**src/hdl/rfc_defines.vh**
```
`ifndef RFC_DEFINES_VH
`define RFC_DEFINES_VH
// register indices (byte address is four times the index)
`define RFC_IDX_N_OFF 8'h23
`define RFC_IDX_TX_TIMING 8'h25
`define RFC_IDX_RX_CFG 8'h26
`define RFC_IDX_N_ON 8'h27
`define RFC_IDX_P_CW 8'h28
`define RFC_IDX_CTRL 8'h30
// reset values
`define RFC_RST_N_OFF 8'h88
`define RFC_RST_TX_TIMING 8'h87
`define RFC_RST_RX_CFG 8'h48
`define RFC_RST_N_ON 8'h88
`define RFC_RST_P_CW 8'h20
`define RFC_RST_CTRL 8'h00
// field positions
`define RFC_DEMOD_SEL_BIT 7
`define RFC_LVL_AMP_BIT 7
`define RFC_P_MASK 8'h3F
// control register bits
`define RFC_CTRL_DRV1_BIT 0
`define RFC_CTRL_DRV2_BIT 1
`define RFC_CTRL_MOD_BIT 2
`define RFC_CTRL_PDOWN_BIT 3
// bus read latency in cycles after the request is seen
`define RFC_RD_WAIT 1
`endif

```
**src/hdl/rfc_regs.v**
```verilog
`timescale 1ns/100ps
`default_nettype none
`include "rfc_defines.vh"
// Notes on behaviour
// - bit 7 of tx_bit_timing set selects the RF field as demodulator clock source.
// - bits 6..0 of tx_bit_timing add that many carrier cycles before every transmission.
// - bit 7 of rf_receive_config enables the level detector amplifier.
// - bits 6..4 of rf_receive_config select gain 18,23,18,23,33,38,43,48 dB.
// - bits 3..0 of rf_receive_config set level detector sensitivity.
// - unmodulated N conductance comes from the on register only while a driver is on.
// - modulated N conductance comes from the on register only while a driver is on.
// - conductance fields are binary weighted values passed as plain binary.
// - in soft power-down the top bit of each conductance field is forced to 1.
// - p_drive_unmod sets the P-driver conductance without modulation.
// - bits 7 and 6 of p_driver_cw_conductance read as zero.
// - the driver-off N register at index 23h resets to 88h, unmod high nibble, mod low.
module rfc_regs (
   input wire mclk,
   input wire rstn,
   input wire [7:0] avs_address,
   input wire avs_read,
   input wire avs_write,
   input wire [31:0] avs_writedata,
   input wire [3:0] avs_byteenable,
   output reg [31:0] avs_readdata,
   output reg avs_waitrequest,
   input wire tx_request,
   output reg tx_send_go,
   output reg demod_clock_source_sel,
   output reg level_detect_amp_en,
   output reg [2:0] receiver_gain_sel,
   output reg [5:0] receiver_gain_db,
   output reg [3:0] level_detect_sensitivity,
   output reg [3:0] n_drive_cond,
   output reg [5:0] p_drive_unmod,
   output reg antenna_driver_1,
   output reg antenna_driver_2,
   output reg soft_power_down
);
   // ************************************************
   // register storage
   // ************************************************
   reg [7:0] n_off_q;
   reg [7:0] tx_timing_q;
   reg [7:0] rx_cfg_q;
   reg [7:0] n_on_q;
   reg [5:0] p_cw_q;
   reg [7:0] ctrl_q;
   reg ack_q;
   wire [7:0] idx;
   wire hit_wr;
   wire go;

   // byte address is four times the index; low two bits must be zero
   assign idx = {2'b00, avs_address[7:2]};
   assign hit_wr = avs_write && avs_byteenable[0] && !ack_q;

   // gain code to dB
   function [5:0] gain_db;
      input [2:0] code;
      begin
         case (code)
            3'h0: gain_db = 6'd18;
            3'h1: gain_db = 6'd23;
            3'h2: gain_db = 6'd18;
            3'h3: gain_db = 6'd23;
            3'h4: gain_db = 6'd33;
            3'h5: gain_db = 6'd38;
            3'h6: gain_db = 6'd43;
            default: gain_db = 6'd48;
         endcase
      end
   endfunction

   // force top bit in power-down
   function [3:0] nib_pd;
      input [3:0] v;
      input pd;
      begin
         nib_pd = {v[3] | pd, v[2:0]};
      end
   endfunction

   always @(posedge mclk or negedge rstn) begin
      if (!rstn) begin
         n_off_q <= `RFC_RST_N_OFF;
         tx_timing_q <= `RFC_RST_TX_TIMING;
         rx_cfg_q <= `RFC_RST_RX_CFG;
         n_on_q <= `RFC_RST_N_ON;
         p_cw_q <= 6'h20;
         ctrl_q <= `RFC_RST_CTRL;
      end else if (hit_wr && avs_address[1:0] == 2'b00) begin
         case (idx)
            `RFC_IDX_N_OFF: n_off_q <= avs_writedata[7:0];
            `RFC_IDX_TX_TIMING: tx_timing_q <= avs_writedata[7:0];
            `RFC_IDX_RX_CFG: rx_cfg_q <= avs_writedata[7:0];
            `RFC_IDX_N_ON: n_on_q <= avs_writedata[7:0];
            `RFC_IDX_P_CW: p_cw_q <= avs_writedata[5:0];
            `RFC_IDX_CTRL: ctrl_q <= {4'h0, avs_writedata[3:0]};
            default: ctrl_q <= ctrl_q;
         endcase
      end
   end

   // ************************************************
   // avalon slave: one wait cycle, then answer
   // ************************************************
   reg [7:0] rd_byte;
   always @* begin
      rd_byte = 8'h00;
      if (avs_address[1:0] == 2'b00) begin
         case (idx)
            `RFC_IDX_N_OFF: rd_byte = n_off_q;
            `RFC_IDX_TX_TIMING: rd_byte = tx_timing_q;
            `RFC_IDX_RX_CFG: rd_byte = rx_cfg_q;
            `RFC_IDX_N_ON: rd_byte = n_on_q;
            `RFC_IDX_P_CW: rd_byte = {2'b00, p_cw_q};
            `RFC_IDX_CTRL: rd_byte = ctrl_q;
            default: rd_byte = 8'h00;
         endcase
      end
   end

   assign go = (avs_read || avs_write) && !ack_q;

   always @(posedge mclk or negedge rstn) begin
      if (!rstn) begin
         ack_q <= 1'b0;
         avs_waitrequest <= 1'b1;
         avs_readdata <= 32'h0000_0000;
      end else begin
         ack_q <= go;
         avs_waitrequest <= !go;
         if (go) begin
            avs_readdata <= {24'h000000, rd_byte};
         end
      end
   end

   // ************************************************
   // transmit wait extension
   // ************************************************
   wire send_go_w;
   rfc_tx_delay #(
      .W(7)
   ) u_delay (
      .mclk(mclk),
      .rstn(rstn),
      .start(tx_request),
      .extra(tx_timing_q[6:0]),
      .send_go(send_go_w)
   );

   // ************************************************
   // analog control outputs
   // ************************************************
   wire drv_on;
   wire pd;
   wire [3:0] n_sel;
   assign drv_on = ctrl_q[`RFC_CTRL_DRV1_BIT] | ctrl_q[`RFC_CTRL_DRV2_BIT];
   assign pd = ctrl_q[`RFC_CTRL_PDOWN_BIT];
   // on/off and unmod/mod choice
   assign n_sel = ctrl_q[`RFC_CTRL_MOD_BIT] ?
      (drv_on ? n_on_q[3:0] : n_off_q[3:0]) :
      (drv_on ? n_on_q[7:4] : n_off_q[7:4]);

   always @(posedge mclk or negedge rstn) begin
      if (!rstn) begin
         tx_send_go <= 1'b0;
         demod_clock_source_sel <= 1'b1;
         level_detect_amp_en <= 1'b0;
         receiver_gain_sel <= 3'h4;
         receiver_gain_db <= 6'd33;
         level_detect_sensitivity <= 4'h8;
         n_drive_cond <= 4'h8;
         p_drive_unmod <= 6'h20;
         antenna_driver_1 <= 1'b0;
         antenna_driver_2 <= 1'b0;
         soft_power_down <= 1'b0;
      end else begin
         tx_send_go <= send_go_w;
         demod_clock_source_sel <= tx_timing_q[`RFC_DEMOD_SEL_BIT];
         level_detect_amp_en <= rx_cfg_q[`RFC_LVL_AMP_BIT];
         receiver_gain_sel <= rx_cfg_q[6:4];
         receiver_gain_db <= gain_db(rx_cfg_q[6:4]);
         level_detect_sensitivity <= rx_cfg_q[3:0];
         n_drive_cond <= nib_pd(n_sel, pd);
         p_drive_unmod <= {p_cw_q[5] | pd, p_cw_q[4:0]};
         antenna_driver_1 <= ctrl_q[`RFC_CTRL_DRV1_BIT];
         antenna_driver_2 <= ctrl_q[`RFC_CTRL_DRV2_BIT];
         soft_power_down <= pd;
      end
   end
endmodule // rfc_regs
`default_nettype wire

```
**src/hdl/rfc_tx_delay.v**
```verilog
`timescale 1ns/100ps
`default_nettype none
// ************************************************
// transmit wait extension counter
// ************************************************
module rfc_tx_delay #(
   parameter W = 7
) (
   input wire mclk,
   input wire rstn,
   input wire start,
   input wire [W-1:0] extra,
   output reg send_go
);
   reg [W-1:0] cnt_q;
   reg busy_q;
   always @(posedge mclk or negedge rstn) begin
      if (!rstn) begin
         cnt_q <= {W{1'b0}};
         busy_q <= 1'b0;
         send_go <= 1'b0;
      end else begin
         send_go <= 1'b0;
         if (start && !busy_q) begin
            if (extra == {W{1'b0}}) begin
               send_go <= 1'b1;
            end else begin
               cnt_q <= extra;
               busy_q <= 1'b1;
            end
         end else if (busy_q) begin
            if (cnt_q == {{(W-1){1'b0}}, 1'b1}) begin
               busy_q <= 1'b0;
               send_go <= 1'b1;
            end
            cnt_q <= cnt_q - {{(W-1){1'b0}}, 1'b1};
         end
      end
   end
endmodule // rfc_tx_delay
`default_nettype wire

```
**config.mk**
```make
export PLATFORM = sky130hd
export DESIGN_NAME = rfc_regs
export DESIGN_NICKNAME = d
export VERILOG_FILES = /design/src/hdl/rfc_regs.v /design/src/hdl/rfc_tx_delay.v
export VERILOG_INCLUDE_DIRS = /design/src /design/src/hdl
export SDC_FILE = /design/constraint.sdc
export NUM_CORES = 1
export LEC_CHECK = 0
export ABC_AREA = 1
export BUFFER_PORTS_ARGS = -buffer_cell sky130_fd_sc_hd__buf_2
export CORE_MARGIN = 2
export CORE_UTILIZATION = 41
export CTS_BUF_LIST = sky130_fd_sc_hd__clkbuf_4 sky130_fd_sc_hd__clkbuf_8
export CTS_CLUSTER_SIZE = 12
export DETAILED_ROUTE_END_ITERATION = 16
export SLEW_MARGIN = 20
export SYNTH_ARGS = -nofsm -noshare
export SYNTH_HDL_FRONTEND = slang
export SYNTH_SLANG_ARGS = --single-unit
```
**constraint.sdc**
```tcl
create_clock -name mclk -period 2.6 [get_ports mclk]
set_input_delay 0.52 -clock mclk [delete_from_list [all_inputs] [get_ports mclk]]
set_output_delay 0.52 -clock mclk [all_outputs]
set_load 0.05 [all_outputs]
```
# Word level (Yosys, flattened, before mapping)
# Index checks and enable logic that the tools add are counted.
[word_totals] reg_bits=90 latch_bits=0 ram_bits=0 romBits=0 in_bits=49 output_inout_bits=62 wordCells=80 memories=0
[classes] addsub=1 mul=0 div_mod_pow=0 n_lt_le_gt_ge=0 n_eq_ne=14 shift=0 mux=17 n_bitwise=3 n_reduce_logical=22
[op_table] op="$pmux W8 S6" n=1
[op_table] op="$eq A6 B6 Y1 const B" n=6
[op_table] op="$pmux W6 S5" n=1
[op_table] op="$mux W7" n=3
[op_table] op="$reduce_and A2 Y1" n=7
[op_table] op="$mux W4" n=3
[op_table] op="$eq A3 B3 Y1 const B" n=3
[op_table] op="$mux W1" n=8
[op_table] op="$mux W8" n=1
[op_table] op="$eq A7 B1 Y1 const B" n=1
[op_table] op="$logic_not A7 Y1" n=1
[op_table] op="$sub A7 B1 Y7 const B" n=1
[op_table] op="$eq A3 B2 Y1 const B" n=2
[op_table] op="$logic_and A1 B1 Y1" n=5
[op_table] op="$reduce_or A2 Y1" n=2
[op_table] op="$eq A3 B1 Y1 const B" n=1
[op_table] op="$logic_not A1 Y1" n=3
[op_table] op="$logic_not A3 Y1" n=1
[op_table] op="$or A1 B1 Y1" n=3
[op_table] op="$logic_not A2 Y1" n=1
[op_table] op="$ne A2 B2 Y1 const B" n=1
[op_table] op="$reduce_bool A2 Y1" n=1
[op_table] op="$logic_or A1 B1 Y1" n=1

# Depth between registers and ports, before layout
[depth] word_depth=4 ltp_mapped=10 ltp_nobuf=10

# By module
# A second synthesis with hierarchy kept.
[hier_totals] hier_cells=486 area_unflattened_um2=4310.4
[by_module_without_submodules] module="rfc_regs" n_inst=1 cells_per_inst=398 area_per_inst_um2=3683.5 seq_area_each_um2=2050.7
[by_module_without_submodules] module="rfc_tx_delay" n_inst=1 cells_per_inst=88 area_per_inst_um2=626.9 seq_area_each_um2=225.2

# Worst setup path after synthesis
# No wires, ideal clock.
[synth_path] kind="input -> register" startpoint="input avs_address[1]" endpoint="register n_off_q[6]" arrival_ns=1.362 path_slack_ns=1.116 stages=7 n_path_buf=1 path_cell_list="nor2_1 -> inv_1 -> nor2_4 -> nand3_2 -> buf_6 -> nand2_1 -> o21ai_2"
[synth_between] elab_chain_len=3
[synth_rtl] item="start, declared" line_no="rfc_regs.v:20" source="input wire [7:0] avs_address,"
[synth_rtl] item="$logic_not A2 Y1" line_no="rfc_regs.v:92" source="end else if (hit_wr && avs_address[1:0] == 2'b00) begin"
[synth_rtl] item="$logic_and A1 B1 Y1" line_no="rfc_regs.v:92"
[synth_rtl] item="$reduce_and A2 Y1 (no source line)"
[synth_rtl] item="end signal, assigned" line_no="rfc_regs.v:86" source="n_off_q <= `RFC_RST_N_OFF;"
[synth_rtl] item="end signal, assigned" line_no="rfc_regs.v:94" source="`RFC_IDX_N_OFF: n_off_q <= avs_writedata[7:0];"
[synth_rtl] item="end, declared" line_no="rfc_regs.v:43" source="reg [7:0] n_off_q;"
# Every way passes these cells.
# A chain may end at the register's enable or synchronous reset.

# Worst setup path after layout
[layout_path] startpoint="register demod_clock_source_sel" endpoint="output demod_clock_source_sel"
[layout_lines] item="start, declared" line_no="rfc_regs.v:29" source="output reg demod_clock_source_sel,"
[layout_lines] item="start signal, assigned" line_no="rfc_regs.v:182" source="demod_clock_source_sel <= tx_timing_q[`RFC_DEMOD_SEL_BIT];"
# No word-level cell between the ends.

==> flow_metrics.env <==
export IMPL_layout_common_cells="133 x nand2_1, 71 x dfrtp_1, 58 x buf_2, 48 x inv_1, 44 x nand3_1"
export IMPL_r2r_slack_ns=0.94
export IMPL_layout_drive_gt1_share_pct=26.1
export IMPL_finalWorstSetupSlack_ns=0.934
export IMPL_relSlewSlack_pct=66.3
export IMPL_final_common_cell="nand2_1"
export IMPL_crit_chain="buf_2"
export IMPL_holdCritPathClass="primary input to asynchronous set/reset pin"
export IMPL_drv_cap=0
export IMPL_end_kind="output pin"
export IMPL_layout_nets=598
export IMPL_place_hpwl_mm=7.01
export IMPL_rows=37
export IMPL_synth_area_top_cells="dfrtp_1 41%, dfstp_2 12%, nand2_1 12%"
export IMPL_rr_endpoint="u_delay.cnt_q[3]"
export IMPL_numClockSinks=90
export IMPL_syn_area_per_cell_um2=8.91
export IMPL_worst_path_stages=1
export IMPL_rsz0062_at_grt="no"
export IMPL_post_route_period_util_pct=64.1
export IMPL_reg2reg_from="u_delay.busy_q"
export IMPL_fin_util_pct=47.6
export IMPL_critPathMaxStageDelay_ns=0.53
export IMPL_endpoint="demod_clock_source_sel"
export IMPL_insertion_delay_ns=0.36
export IMPL_wl_mm=9.44
export IMPL_synthDistinctLibCells=33
export IMPL_antenna_cells=0
export IMPL_clock_path_buffers=2
export IMPL_cp_data_arrival_time_ns=1.15
export IMPL_fp_dieArea_mm2=0.0114
export IMPL_cts_tree="done"
export IMPL_design_area_mm2=0.00489
export IMPL_drtIter0Drc=172
export IMPL_worstSetupPathType="flop to output pin"
export IMPL_firstDrtPassIters=5
export IMPL_cp_start_kind="flop"
export IMPL_synth_seq_cells=90
export IMPL_root_buffer="clkbuf_8"
export IMPL_irDropWorstVdd_uv=251
export IMPL_syn_area_mm2=0.00431
export IMPL_outcome="completed"
export IMPL_synth_edf_count=0
export IMPL_dominantRegCellSynth="dfrtp_1"
export IMPL_synthAdderAreaFrac_pct=0.580
export IMPL_rr_worst_depth=8
export IMPL_yosys_warnings=0
export IMPL_register_area_mm2=0.00228
export IMPL_synthSimpleGateAreaFrac_pct=25.0
export IMPL_grt_usage_pct=17.8
export IMPL_power_per_cell_area_mw_per_mm2=596
export IMPL_drcViolationCount=0
export IMPL_cts_setup_buffers=0
export IMPL_synth_cells=484
export IMPL_cp_max_fo=1
export IMPL_cp_buffers_inverters=1
export IMPL_synth_compound_area_share_pct=10.8
export IMPL_synthToLayoutAreaGrowth_pct=13.4
export IMPL_gp_congestion=0.958
export IMPL_holdBufCountCts=0
export IMPL_place_inst=672
export IMPL_slowest_stage="dfstp_2"
export IMPL_nFillCells=1039
export IMPL_maxSlewViolCount=0
export IMPL_max_freq_mhz=600
export IMPL_required_ns=2.08
export IMPL_place_area_mm2=0.00464
export IMPL_yosysSeqAreaShare_pct=52.8
export IMPL_synth_top_family_by_area="simple AND/OR/NAND/NOR gates"
export IMPL_fin_cells=688
export IMPL_grt_pass1_vias=3025
export IMPL_antenna_found_initial=0
export IMPL_grt_overflow=0
export IMPL_die_h_um=107
export IMPL_grt_pass1_wl_mm=15.5
export IMPL_hold_viol_final=0
export IMPL_ant_nets=0
export IMPL_setup_tns_ns=0
export IMPL_setup_viol=0
export IMPL_worst_pin_slew_ns=0.504
export IMPL_p_leak_uw=0.00255
export IMPL_async_flop_share_pct=100
export IMPL_cts_resized=0
export IMPL_grt_max_degree=47
export IMPL_routedWlPerCell_um=13.7
export IMPL_cts_max_level=3
export IMPL_crit_start="demod_clock_source_sel"
export IMPL_numPortBuffers=59
export IMPL_clk_pin_slew_ns=0.10
export IMPL_num_io_pins=111
export IMPL_pre_cts_ws_ns=0.731
export IMPL_numCtsBuffers=9
export IMPL_vias_per_cell=4.79
export IMPL_path_delay_family="flip-flops"
export IMPL_start_util_pct=42.0
export IMPL_post_synth_top_area_cell="dfrtp_1"
export IMPL_synth_mux_area_share_pct=0
export IMPL_synth_top_area_share_pct=41.2
export IMPL_core_area_mm2=0.0103
export IMPL_die_w_um=107
export IMPL_post_route_min_period_ns=1.67
export IMPL_vias=3298
export IMPL_multi_input_area_mm2=0.00166
export IMPL_skew_ns=0.0114
export IMPL_synth_xor_area_share_pct=0
## Yosys cell counts, drive strengths merged, types with 2 or more instances
cell type,count
nand2,137
ha,2
clkbuf,3
o21ai,64
dfstp,19
nand4,8
nor2,40
dfrtp,71
nand3,47
inv,50
o22ai,3
buf,32
## cell type report
cell class / count / share of cell area [%]
inverters: 50 / 3.84
clock buffers: 9 / 2.53
well taps: 136 / 3.48
clock inverters: 7 / 2.56
flip-flops and latches: 90 / 46.5
repair buffers: 64 / 7.11
multi-input cells: 332 / 33.9
## through the flow
step	hold slack, ns	power, uW
floorplan	0.224	1700
global placement	0.337	1770
detailed placement	0.336	1770
CTS	0.0857	2940
global route	0.0905	3030
finish	0.0735	2920
## sequential cells by signal (all words and copies together), names as in the netlist, 6 cells and up
register / count
rx_cfg_q: 8
u_delay.cnt_q: 7
p_drive_unmod: 6
n_on_q: 8
receiver_gain_db: 6
avs_readdata: 8
n_off_q: 8
tx_timing_q: 8
p_cw_q: 6
## where the power goes
part | switching, uW | internal [uW]
combinational | 240 | 51.5
clock | 529 | 649
sequential | 15.5 | 1430
total | 785 | 2130
## worst min-delay path by stage
stage | startpoint | endpoint | cells past startpoint
finish | rstn | u_delay.cnt_q[2] | 1
global route | rstn | p_drive_unmod[2] | 1
CTS | rstn | u_delay.cnt_q[2] | 1
detailed placement | u_delay.send_go | tx_send_go | 0
global placement | u_delay.send_go | tx_send_go | 0
floorplan | rstn | ack_q | 0
## logic make-up (layout without fill, tap and decap cells)
group / after synthesis / after routing
adders and majority gates: 2 / 2
AOI/OAI and AO/OA: 72 / 72
other: 1 / 24
and+or+nand+nor: 234 / 234
buffers and inverters: 85 / 130
DFF: 90 / 90
## routing by layer
layer / vias to the layer above / wire, um / part of all wire (%) / global-route usage, %
li1: 1641 / - / - / -
met1: 1562 / 4240 / 45 / 24.1
met2: 81 / 4670 / 49 / 28.6
met3: 14 / 374 / 4.0 / 3.13
met4: 0 / 163 / 1.7 / 6.77
met5: - / 0 / 0 / 0
Note: power is estimated with default switching activity, not from simulation.
